$ cat src/inc/ecpsc_pkg.sv
// constants for the exception pend set/clear/status register slice
// assumes one core clock domain and a word-wide Avalon-MM register port
package ecpsc_pkg;

    // ------------------------------------------------------------
    // bus geometry
    // ------------------------------------------------------------
    localparam int ECPSC_ADDR_W = 12;
    localparam int ECPSC_DATA_W = 32;
    localparam int ECPSC_BE_W = 4;
    localparam logic [11:0] ECPSC_ICS_OFFSET = 12'hd04;
    localparam logic [31:0] ECPSC_ICS_RESET = 32'h0000_0000;
    localparam logic [31:0] ECPSC_UNMAPPED_RD = 32'h0000_0000;

    // ------------------------------------------------------------
    // field positions of interrupt_control_state
    // ------------------------------------------------------------
    localparam int ECPSC_DEF_SET_BIT = 28;
    localparam int ECPSC_DEF_CLR_BIT = 27;
    localparam int ECPSC_TICK_SET_BIT = 26;
    localparam int ECPSC_TICK_CLR_BIT = 25;
    localparam int ECPSC_RSV_HI_BIT = 24;
    localparam int ECPSC_HALT_IRQ_BIT = 23;
    localparam int ECPSC_ANY_PEND_BIT = 22;
    localparam int ECPSC_RSV_LO_MSB = 21;
    localparam int ECPSC_RSV_LO_LSB = 18;
    // byte lane that carries bits 31:24
    localparam int ECPSC_CTRL_LANE = 3;

    // ------------------------------------------------------------
    // pending flags
    // ------------------------------------------------------------
    localparam int ECPSC_NFLAG = 2;
    localparam int ECPSC_IDX_DEF = 0;
    localparam int ECPSC_IDX_TICK = 1;
    localparam logic ECPSC_FLAG_RST = 1'b0;
    localparam logic ECPSC_WAIT_RST = 1'b1;

    // ------------------------------------------------------------
    // bus handshake states
    // ------------------------------------------------------------
    typedef enum logic [1:0] {
        ECPSC_ST_IDLE = 2'b01,
        ECPSC_ST_ACK = 2'b10
    } ecpsc_bus_st_t;

endpackage : ecpsc_pkg

$ cat src/design/ecpsc_pend_flag.sv
// one sticky pending flag with set and clear sources
// assumes all inputs are synchronous single-cycle strobes
`timescale 1ns/1ps
module ecpsc_pend_flag
    import ecpsc_pkg::*;
(
    // clock and reset
    input wire logic clk_in,
    input wire logic rst_in,
    // set and clear sources
    input wire logic sw_set_in,
    input wire logic hw_set_in,
    input wire logic sw_clr_in,
    input wire logic entry_clr_in,
    // state
    output logic pend_out
);

    logic pend_r;
    logic pend_nxt;

    // set is applied last so an event never gets lost to a clear
    always_comb begin
        pend_nxt = pend_r;
        if (sw_clr_in || entry_clr_in) begin
            pend_nxt = 1'b0;
        end
        if (sw_set_in || hw_set_in) begin
            pend_nxt = 1'b1;
        end
    end

    always_ff @(posedge clk_in) begin
        if (rst_in) begin
            pend_r <= ECPSC_FLAG_RST;
        end else begin
            pend_r <= pend_nxt;
        end
    end

    assign pend_out = pend_r;

endmodule : ecpsc_pend_flag

$ cat src/design/ecpsc_status.sv
// registered debug and global pending status bits
// assumes core status inputs are synchronous levels
`timescale 1ns/1ps
module ecpsc_status
    import ecpsc_pkg::*;
(
    // clock and reset
    input wire logic clk_in,
    input wire logic rst_in,
    // core state
    input wire logic debug_halted_in,
    input wire logic halt_irq_ready_in,
    input wire logic ext_irq_pend_in,
    input wire logic def_pend_in,
    input wire logic tick_pend_in,
    // status
    output logic halt_irq_out,
    output logic any_pend_out
);

    logic halt_irq_r;
    logic halt_irq_nxt;
    logic any_pend_r;
    logic any_pend_nxt;

    always_comb begin
        // meaningless outside debug, so masked there
        halt_irq_nxt = debug_halted_in && halt_irq_ready_in;
        // nmi and faults never reach ext_irq_pend_in
        any_pend_nxt = ext_irq_pend_in || def_pend_in || tick_pend_in;
    end

    always_ff @(posedge clk_in) begin
        if (rst_in) begin
            halt_irq_r <= 1'b0;
            any_pend_r <= 1'b0;
        end else begin
            halt_irq_r <= halt_irq_nxt;
            any_pend_r <= any_pend_nxt;
        end
    end

    assign halt_irq_out = halt_irq_r;
    assign any_pend_out = any_pend_r;

endmodule : ecpsc_status

$ cat src/design/ecpsc_top.sv
// exception pend set/clear and status slice of the interrupt control
// and state register, with an Avalon-MM slave port
// assumes master holds a request until it samples waitrequest low
//
// Operation
// deferred_call_set_pending reads the deferred exception pending state and a written 1 makes it pending.
// only a software write of 1 can make the deferred exception pending.
// a written 1 to deferred_call_clear_pending removes the deferred pending state, a 0 does nothing.
// both clear-pending bits are write-only and their read value is not to be relied on.
// tick_set_pending reads the tick exception pending state and a written 1 makes it pending.
// writing 1 to tick_clear_pending clears the state shown by tick_set_pending.
// a written 1 to tick_clear_pending removes the tick pending state, a 0 leaves it.
// halt_release_takes_irq reads 1 when leaving debug halt will take an interrupt.
// halt_release_takes_irq reads zero whenever the core is not in debug.
// any_irq_pending reads 1 when any interrupt other than nmi or a fault is pending.
// reserved bit 24 and bits 21:18 are read-only zero.
// software must not write 1 to a set bit and its matching clear bit together.
// the pending state is cleared when the core enters that exception's handler.
`timescale 1ns/1ps
module ecpsc_top
    import ecpsc_pkg::*;
(
    // clock and reset
    input wire logic CLK_IN,
    input wire logic SYS_RST_IN,
    // avalon-mm slave
    input wire logic [ECPSC_ADDR_W-1:0] AVS_ADDRESS_IN,
    input wire logic AVS_READ_IN,
    input wire logic AVS_WRITE_IN,
    input wire logic [ECPSC_DATA_W-1:0] AVS_WRITEDATA_IN,
    input wire logic [ECPSC_BE_W-1:0] AVS_BYTEENABLE_IN,
    output logic [ECPSC_DATA_W-1:0] AVS_READDATA_OUT,
    output logic AVS_WAITREQUEST_OUT,
    // core exception state
    input wire logic DEBUG_HALTED_IN,
    input wire logic HALT_IRQ_READY_IN,
    input wire logic EXT_IRQ_PEND_IN,
    input wire logic TICK_EVENT_IN,
    input wire logic DEFERRED_ENTRY_IN,
    input wire logic TICK_ENTRY_IN,
    // pending state to the core
    output logic DEFERRED_PEND_OUT,
    output logic TICK_PEND_OUT
);

    // ------------------------------------------------------------
    // decode helpers
    // ------------------------------------------------------------
    function automatic logic ics_hit(input logic [ECPSC_ADDR_W-1:0] a);
        ics_hit = (a == ECPSC_ICS_OFFSET);
    endfunction : ics_hit

    function automatic logic [ECPSC_DATA_W-1:0] ics_word(
        input logic def_p,
        input logic tick_p,
        input logic halt_irq,
        input logic any_p
    );
        logic [ECPSC_DATA_W-1:0] w;
        w = ECPSC_ICS_RESET;
        w[ECPSC_DEF_SET_BIT] = def_p;
        w[ECPSC_TICK_SET_BIT] = tick_p;
        // clear bits read back as zero
        w[ECPSC_DEF_CLR_BIT] = 1'b0;
        w[ECPSC_TICK_CLR_BIT] = 1'b0;
        w[ECPSC_RSV_HI_BIT] = 1'b0;
        w[ECPSC_RSV_LO_MSB:ECPSC_RSV_LO_LSB] = '0;
        w[ECPSC_HALT_IRQ_BIT] = halt_irq;
        w[ECPSC_ANY_PEND_BIT] = any_p;
        ics_word = w;
    endfunction : ics_word

    // ------------------------------------------------------------
    // bus handshake
    // ------------------------------------------------------------
    ecpsc_bus_st_t state_r;
    ecpsc_bus_st_t state_nxt;
    logic wait_r;
    logic wait_nxt;
    logic [ECPSC_DATA_W-1:0] rdata_r;
    logic [ECPSC_DATA_W-1:0] rdata_nxt;
    logic [ECPSC_NFLAG-1:0] pend_w;
    logic halt_irq_w;
    logic any_pend_w;
    logic wr_take;

    // every access costs one wait cycle; this keeps the read word a
    // plain flop and gives a fixed two-cycle answer
    always_comb begin
        state_nxt = state_r;
        wait_nxt = 1'b1;
        rdata_nxt = ECPSC_UNMAPPED_RD;
        case (state_r)
            ECPSC_ST_IDLE: begin
                if (AVS_READ_IN || AVS_WRITE_IN) begin
                    state_nxt = ECPSC_ST_ACK;
                    wait_nxt = 1'b0;
                    if (AVS_READ_IN && ics_hit(AVS_ADDRESS_IN)) begin
                        rdata_nxt = ics_word(pend_w[ECPSC_IDX_DEF],
                            pend_w[ECPSC_IDX_TICK], halt_irq_w, any_pend_w);
                    end
                end
            end
            ECPSC_ST_ACK: begin
                state_nxt = ECPSC_ST_IDLE;
                wait_nxt = 1'b1;
            end
            default: begin
                state_nxt = ECPSC_ST_IDLE;
                wait_nxt = 1'b1;
            end
        endcase
    end

    always_ff @(posedge CLK_IN) begin
        if (SYS_RST_IN) begin
            state_r <= ECPSC_ST_IDLE;
            wait_r <= ECPSC_WAIT_RST;
            rdata_r <= ECPSC_UNMAPPED_RD;
        end else begin
            state_r <= state_nxt;
            wait_r <= wait_nxt;
            rdata_r <= rdata_nxt;
        end
    end

    assign AVS_WAITREQUEST_OUT = wait_r;
    assign AVS_READDATA_OUT = rdata_r;

    // ------------------------------------------------------------
    // write strobes
    // ------------------------------------------------------------
    // a write lands at the edge where the master sees waitrequest low;
    // unmapped writes and writes without the top lane are dropped
    assign wr_take = (state_r == ECPSC_ST_ACK) && AVS_WRITE_IN &&
        ics_hit(AVS_ADDRESS_IN) && AVS_BYTEENABLE_IN[ECPSC_CTRL_LANE];

    logic [ECPSC_NFLAG-1:0] sw_set;
    logic [ECPSC_NFLAG-1:0] sw_clr;
    logic [ECPSC_NFLAG-1:0] hw_set;
    logic [ECPSC_NFLAG-1:0] entry_clr;

    always_comb begin
        // a zero in any of these bits has no effect
        sw_set[ECPSC_IDX_DEF] = wr_take &&
            AVS_WRITEDATA_IN[ECPSC_DEF_SET_BIT];
        sw_clr[ECPSC_IDX_DEF] = wr_take &&
            AVS_WRITEDATA_IN[ECPSC_DEF_CLR_BIT];
        sw_set[ECPSC_IDX_TICK] = wr_take &&
            AVS_WRITEDATA_IN[ECPSC_TICK_SET_BIT];
        sw_clr[ECPSC_IDX_TICK] = wr_take &&
            AVS_WRITEDATA_IN[ECPSC_TICK_CLR_BIT];
        // deferred exception has no hardware source at all
        hw_set[ECPSC_IDX_DEF] = 1'b0;
        hw_set[ECPSC_IDX_TICK] = TICK_EVENT_IN;
        entry_clr[ECPSC_IDX_DEF] = DEFERRED_ENTRY_IN;
        entry_clr[ECPSC_IDX_TICK] = TICK_ENTRY_IN;
    end

    // ------------------------------------------------------------
    // pending flags
    // ------------------------------------------------------------
    // set beats clear inside each flag, so a forbidden set+clear write
    // leaves the flag pending
    generate
        for (genvar i = 0; i < ECPSC_NFLAG; i++) begin : g_flag
            ecpsc_pend_flag u_flag (
                .clk_in(CLK_IN),
                .rst_in(SYS_RST_IN),
                .sw_set_in(sw_set[i]),
                .hw_set_in(hw_set[i]),
                .sw_clr_in(sw_clr[i]),
                .entry_clr_in(entry_clr[i]),
                .pend_out(pend_w[i])
            );
        end
    endgenerate

    assign DEFERRED_PEND_OUT = pend_w[ECPSC_IDX_DEF];
    assign TICK_PEND_OUT = pend_w[ECPSC_IDX_TICK];

    // ------------------------------------------------------------
    // status bits
    // ------------------------------------------------------------
    // one cycle of lag on both bits; reads see the previous cycle
    ecpsc_status u_status (
        .clk_in(CLK_IN),
        .rst_in(SYS_RST_IN),
        .debug_halted_in(DEBUG_HALTED_IN),
        .halt_irq_ready_in(HALT_IRQ_READY_IN),
        .ext_irq_pend_in(EXT_IRQ_PEND_IN),
        .def_pend_in(pend_w[ECPSC_IDX_DEF]),
        .tick_pend_in(pend_w[ECPSC_IDX_TICK]),
        .halt_irq_out(halt_irq_w),
        .any_pend_out(any_pend_w)
    );

    // ------------------------------------------------------------
    // checks
    // ------------------------------------------------------------
    AST_DEF_SET: assert property (@(posedge CLK_IN)
        disable iff (SYS_RST_IN)
        wr_take && AVS_WRITEDATA_IN[ECPSC_DEF_SET_BIT] |=> DEFERRED_PEND_OUT)
        else $error("deferred set write did not set pending");

    AST_DEF_ONLY_SW: assert property (@(posedge CLK_IN)
        disable iff (SYS_RST_IN)
        !$past(SYS_RST_IN) && $rose(DEFERRED_PEND_OUT) |->
        $past(wr_take) && $past(AVS_WRITEDATA_IN[ECPSC_DEF_SET_BIT]))
        else $error("deferred pending rose without a set write");

    AST_DEF_CLR: assert property (@(posedge CLK_IN)
        disable iff (SYS_RST_IN)
        sw_clr[ECPSC_IDX_DEF] && !sw_set[ECPSC_IDX_DEF] |=>
        !DEFERRED_PEND_OUT)
        else $error("deferred clear write did not clear");

    AST_DEF_ZERO_KEEPS: assert property (@(posedge CLK_IN)
        disable iff (SYS_RST_IN)
        wr_take && !AVS_WRITEDATA_IN[ECPSC_DEF_CLR_BIT] &&
        !DEFERRED_ENTRY_IN && DEFERRED_PEND_OUT |=> DEFERRED_PEND_OUT)
        else $error("zero clear bit dropped deferred pending");

    AST_CLR_RD_ZERO: assert property (@(posedge CLK_IN)
        disable iff (SYS_RST_IN)
        state_r == ECPSC_ST_ACK |->
        !AVS_READDATA_OUT[ECPSC_DEF_CLR_BIT] &&
        !AVS_READDATA_OUT[ECPSC_TICK_CLR_BIT])
        else $error("clear bit read back nonzero");

    AST_TICK_SET: assert property (@(posedge CLK_IN)
        disable iff (SYS_RST_IN)
        sw_set[ECPSC_IDX_TICK] |=> TICK_PEND_OUT)
        else $error("tick set write did not set pending");

    AST_TICK_EVENT: assert property (@(posedge CLK_IN)
        disable iff (SYS_RST_IN)
        TICK_EVENT_IN |=> TICK_PEND_OUT)
        else $error("tick event did not set pending");

    AST_RD_PEND: assert property (@(posedge CLK_IN)
        disable iff (SYS_RST_IN)
        state_r == ECPSC_ST_ACK && $past(AVS_READ_IN) &&
        $past(AVS_ADDRESS_IN) == ECPSC_ICS_OFFSET |->
        AVS_READDATA_OUT[ECPSC_DEF_SET_BIT] == $past(DEFERRED_PEND_OUT) &&
        AVS_READDATA_OUT[ECPSC_TICK_SET_BIT] == $past(TICK_PEND_OUT))
        else $error("read word does not show pending state");

    AST_TICK_CLR: assert property (@(posedge CLK_IN)
        disable iff (SYS_RST_IN)
        wr_take && AVS_WRITEDATA_IN[ECPSC_TICK_CLR_BIT] &&
        !AVS_WRITEDATA_IN[ECPSC_TICK_SET_BIT] && !TICK_EVENT_IN |=>
        !TICK_PEND_OUT)
        else $error("tick clear write did not clear");

    AST_ZERO_KEEPS: assert property (@(posedge CLK_IN)
        disable iff (SYS_RST_IN)
        wr_take && !AVS_WRITEDATA_IN[ECPSC_TICK_CLR_BIT] &&
        !TICK_ENTRY_IN && TICK_PEND_OUT |=> TICK_PEND_OUT)
        else $error("zero clear bit dropped tick pending");

    AST_HALT_FOLLOW: assert property (@(posedge CLK_IN)
        disable iff (SYS_RST_IN)
        DEBUG_HALTED_IN && HALT_IRQ_READY_IN |=> halt_irq_w)
        else $error("halt release status not shown");

    AST_HALT_ZERO: assert property (@(posedge CLK_IN)
        disable iff (SYS_RST_IN)
        !DEBUG_HALTED_IN |=> !halt_irq_w)
        else $error("halt release status set outside debug");

    AST_ANY_PEND: assert property (@(posedge CLK_IN)
        disable iff (SYS_RST_IN)
        !$past(SYS_RST_IN) |-> any_pend_w == ($past(EXT_IRQ_PEND_IN) ||
        $past(pend_w[ECPSC_IDX_DEF]) || $past(pend_w[ECPSC_IDX_TICK])))
        else $error("global pending status wrong");

    AST_RSV_ZERO: assert property (@(posedge CLK_IN)
        disable iff (SYS_RST_IN)
        state_r == ECPSC_ST_ACK |-> !AVS_READDATA_OUT[ECPSC_RSV_HI_BIT] &&
        AVS_READDATA_OUT[ECPSC_RSV_LO_MSB:ECPSC_RSV_LO_LSB] == 4'h0)
        else $error("reserved bits read nonzero");

    AST_ENTRY_CLR: assert property (@(posedge CLK_IN)
        disable iff (SYS_RST_IN)
        TICK_ENTRY_IN && !sw_set[ECPSC_IDX_TICK] && !TICK_EVENT_IN |=>
        !TICK_PEND_OUT)
        else $error("handler entry did not clear tick pending");

    AST_DEF_ENTRY_CLR: assert property (@(posedge CLK_IN)
        disable iff (SYS_RST_IN)
        DEFERRED_ENTRY_IN && !sw_set[ECPSC_IDX_DEF] |=> !DEFERRED_PEND_OUT)
        else $error("handler entry did not clear deferred pending");

    AST_WAIT_BOUND: assert property (@(posedge CLK_IN)
        disable iff (SYS_RST_IN)
        state_r == ECPSC_ST_IDLE && (AVS_READ_IN || AVS_WRITE_IN) |=>
        !AVS_WAITREQUEST_OUT ##1 AVS_WAITREQUEST_OUT)
        else $error("waitrequest not low for exactly one cycle");

    AST_RD_IDLE_ZERO: assert property (@(posedge CLK_IN)
        disable iff (SYS_RST_IN)
        state_r != ECPSC_ST_ACK |-> AVS_READDATA_OUT == ECPSC_UNMAPPED_RD)
        else $error("read data not idle outside the answer cycle");

endmodule : ecpsc_top

$ cat config.mk
export PLATFORM = sky130hd
export DESIGN_NAME = ecpsc_top
export DESIGN_NICKNAME = d
export VERILOG_FILES = /design/src/inc/ecpsc_pkg.sv /design/src/design/ecpsc_pend_flag.sv /design/src/design/ecpsc_status.sv /design/src/design/ecpsc_top.sv
export SDC_FILE = /design/constraint.sdc
export NUM_CORES = 1
export LEC_CHECK = 0
export ABC_AREA = 1
export BUFFER_PORTS_ARGS = -buffer_cell sky130_fd_sc_hd__buf_2
export CAP_MARGIN = 20
export CORE_UTILIZATION = 27
export DETAILED_ROUTE_END_ITERATION = 6
export HOLD_SLACK_MARGIN = 0.06
export PLACE_DENSITY_LB_ADDON = 0.08
export SLEW_MARGIN = 15
export SYNTH_ARGS = -nofsm -noshare
export SYNTH_HDL_FRONTEND = slang
export SYNTH_HIERARCHICAL = 1
export SYNTH_SLANG_ARGS = --single-unit
export TNS_END_PERCENT = 1
$ cat constraint.sdc
create_clock -name CLK_IN -period 1.25 [get_ports CLK_IN]
set_clock_uncertainty 0.2 [all_clocks]
set_input_delay 0.125 -clock CLK_IN [delete_from_list [all_inputs] [get_ports CLK_IN]]
set_output_delay 0.125 -clock CLK_IN [all_outputs]
set_load 0.05 [all_outputs]
==> results.txt <==
The flow ran to the end, but the final reports show violations. The final reports fail on hold timing. Power comes to 922.8 uW.

The fill cell total of the finished layout is 256. Setup repair after global routing could not meet its margin everywhere. Ranked by total cell area, the synthesized netlist is headed by dfxtp_1 32%, buf_4 31%, inv_1 11%. Dividing the final minimum period by the clock period gives 99.57%.

The die covers 2721 sq um. The number of slew-limit violations in the final report is 0, and the synthesized netlist cell count is 95. The tools report the effective utilization at floorplan as 29.58%. TritonCTS built the clock tree. Measured in cells, the most critical reg-to-reg path has a length of 6. The run gives 0.4314 mV as the peak supply drop. Detailed-route vias per instance: 3.442. The number of DRC markers in iteration 0 is 6. The antenna cell count is 0. The number of buffer and inverter stages on the critical path was 1.

The most congested layer reported by global routing was met2. In this run the worst setup path terminates at DEFERRED_PEND_OUT. The type of the worst min-delay path was in2reg. In this run the critical register-to-register path is captured at g_flag[0].u_flag/pend_out.

The slack of the worst reg-to-reg path is 0.02 ns. After synthesis, the share of cell area in mux cells is 0%. Detailed placement finished with a half-perimeter wire length of 974.2 um. Along the worst path, the maximum fanout reaches 4. For the iteration count of the initial detailed-routing pass, the log shows 4. In the global route stage, met3 resource usage came out at 1.754%.

The total count of hold-check failures in the final report was 8. Startpoint of the worst setup timing path: g_flag[0].u_flag/pend_out. Initial antenna violation count: 0. In this run the standard cell core region covers 2297 sq um. The area growth from synthesis to layout is 26.52%. The number of maximum-capacitance violations came out at 0. The time the final worst path needs with I/O delays and setup was 1.245 ns.

In this run the core area contains 17 standard-cell rows. Based on the critical path, the design can be clocked at up to 0.8035 GHz. The placed instances occupy a cell area of 782.0 sq um. The run gives -0.05738 ns as the post-placement setup slack. The tree built by TritonCTS fans out to 11 sinks. The tools report the placer's final routability congestion estimate as 0.6707. STA puts the critical path data required time at 0.93 ns.

Critical path launch point type: a flip-flop. Yosys printed 6 warnings. The total number of cells along the worst setup path was 1. Clock tree synthesis selected as its root buffer the cell clkbuf_4. Broken down by cell family, the worst path's largest delay share belongs to flip-flops.

Clock-pin slew was measured on the worst setup and hold paths at 0.07 ns. The worst endpoint data arrival time is 0.92 ns. Highest cell delay on the worst timing path: 0.38 ns. Kind of critical path: reg2out. The first global-routing pass estimated 1552 um of wire. The synthesized-area fraction occupied by ao, oa, aoi and oai cells is 2.210%. dfxtp_1 takes more of the synthesized area than any other cell. Mean routed wirelength per cell: 7.067 um.

In this run the critical register-to-register path is launched from state_r[0]. For the worst-case hold slack, the log shows -0.1124 ns. The signal on the critical path passes through buf_2. The tools report the critical path endpoint category as a primary output.

The maximum number of pins on one net before global-route repair is 7. The sum of negative setup slack was 0 ns. By area, the combinational part of the netlist is dominated by buffers and inverters.

Post-detailed-route DRC marker count: 0. The floorplan step set the die width to 52.16 um. The layout cell share with drive strength beyond 1 works out to 32.85%. The logs give 9.059% for the fraction of met1 tracks used by global routing and 8.162% for the aggregate global-route resource usage. For the worst-skew pair, the clock arrives at the later sink with an insertion delay of 0.26 ns. The tools report the leakage power as 0.0004944 uW. The logs give 1 for the CTS H-tree depth and 0 for the number of buffers inserted by post-CTS setup repair. Global routing used 13.25% of the available met2 tracks. Clock tree synthesis inserted a total of 3 buffers. After synthesis the netlist holds a flip-flop and latch count of 11. For the smallest setup slack after layout, the log shows 0.005427 ns. The run gives 93 as the count of boundary I/O pins. For this run, the post-layout net count is 196. The die is 52.16 um tall. The final wirelength was 1166 um; the post-synthesis xor/xnor area fraction was 0%. Of the total synthesized cell area, the portion taken by AND, OR, NAND and NOR gates is 22.84%. In the layout the commonest cells are 32 x buf_2, 29 x conb_1, 20 x inv_1, 17 x nor2_1, 10 x dfxtp_1. The number of global-route vias before repair was 416; the distinct cell type count after synthesis was 12.

The power per cell area works out to 1074 nW/um^2. Summing every instance area after synthesis gives 679.4 sq um. The largest buffer count on any clock path is 2, and the adder-cell area share of the yosys netlist is 0%. Summing all non-filler instances in the final layout gives an area of 859.6 sq um.

Cell with the biggest individual delay on the critical path: dfxtp_1. Setup violations remaining at the end of the flow were counted as 0. The tools report the via count as 568. After synthesis, the largest area contributor takes up 32.41% of total cell area.

The count of buffers added on input and output ports is 33. The overall overflow remaining after global route is 0. The most common library cell in the layout ignoring fill and taps is buf_2.

The run gives 32.41% as the sequential fraction of the synthesis area. Once detail routing completed, the nets flagged for antenna violations numbered 0. The hold buffer count at cts was 4; the synthesized area per cell was 7.152 sq um. For the final core area utilization, the log shows 37.42%.
==> power breakdown <==
part / internal [uW] / switching (uW)
registers: 368 / 8.19
clock network: 123 / 113
logic: 58.6 / 252
==> cells by family after synthesis <==
family | after synthesis
compound gates | 3
buf+inv | 48
flops | 11
other cells | 1
simple gates | 32
==> cell type report <==
type                    count  area [sq um]  area share (%)
multi-input cells          64         286.5           33.33
flip-flops and latches     11         221.5           25.76
repair buffers             38         215.2           25.04
inverters                  20         75.07           8.734
well taps                  28         35.03           4.076
clock buffers               4         26.28           3.057
==> layer usage <==
| metal | vias to the layer above | wire length, um | part of all wire [%] |
|---|---|---|---|
| met2 | 27 | 577 | 49 |
| met1 | 239 | 481 | 41 |
| met5 | - | 0 | 0 |
| met3 | 2 | 87 | 7.5 |
| met4 | 0 | 20 | 1.7 |
| li1 | 300 | - | - |
==> cells in the mapped netlist <==
cell,number
a21oi_1,3
buf_4,28
conb_1,1
dfxtp_1,11
inv_1,20
nand2_1,5
nand3_1,3
nand3_2,2
nor2_1,18
nor2_2,2
nor3_1,1
nor3_4,1
==> timing repair <==
item	4_1_cts	5_1_grt
setup endpoints to repair	4	3
gates resized for setup	3	1
pin swaps	5	2
cloned	0	0
endpoints found under the hold margin	11	8
==> metrics by stage <==
step | hold WS, ns | std cells
after floorplan | -0.005934 | 123
after global placement | 0.1493 | 157
after detailed placement | 0.1525 | 157
after CTS | -0.1120 | 165
after global routing | -0.1157 | 165
final | -0.1124 | 165
==> worst min path at each step <==
stage / start / end / slack (ns) / depth (start not counted)
6_report: SYS_RST_IN / u_status/halt_irq_out / -0.11 / 2
3_5_place_dp: HALT_IRQ_READY_IN / u_status/halt_irq_out / 0.15 / 3
2_1_floorplan: SYS_RST_IN / g_flag[0].u_flag/pend_out / -0.006 / 1
3_3_place_gp: HALT_IRQ_READY_IN / u_status/halt_irq_out / 0.15 / 3
4_1_cts: SYS_RST_IN / g_flag[1].u_flag/pend_out / -0.11 / 2
5_1_grt: SYS_RST_IN / u_status/halt_irq_out / -0.12 / 2
==> flip-flops by register name, indices dropped and copies added, names as in the netlist <==
register	flops
AVS_READDATA_OUT	4
g_flag.u_flag/pend_out	2
state_r	2
AVS_WAITREQUEST_OUT	1
u_status/any_pend_out	1
u_status/halt_irq_out	1
No activity file was read; power rests on OpenSTA's default activity.
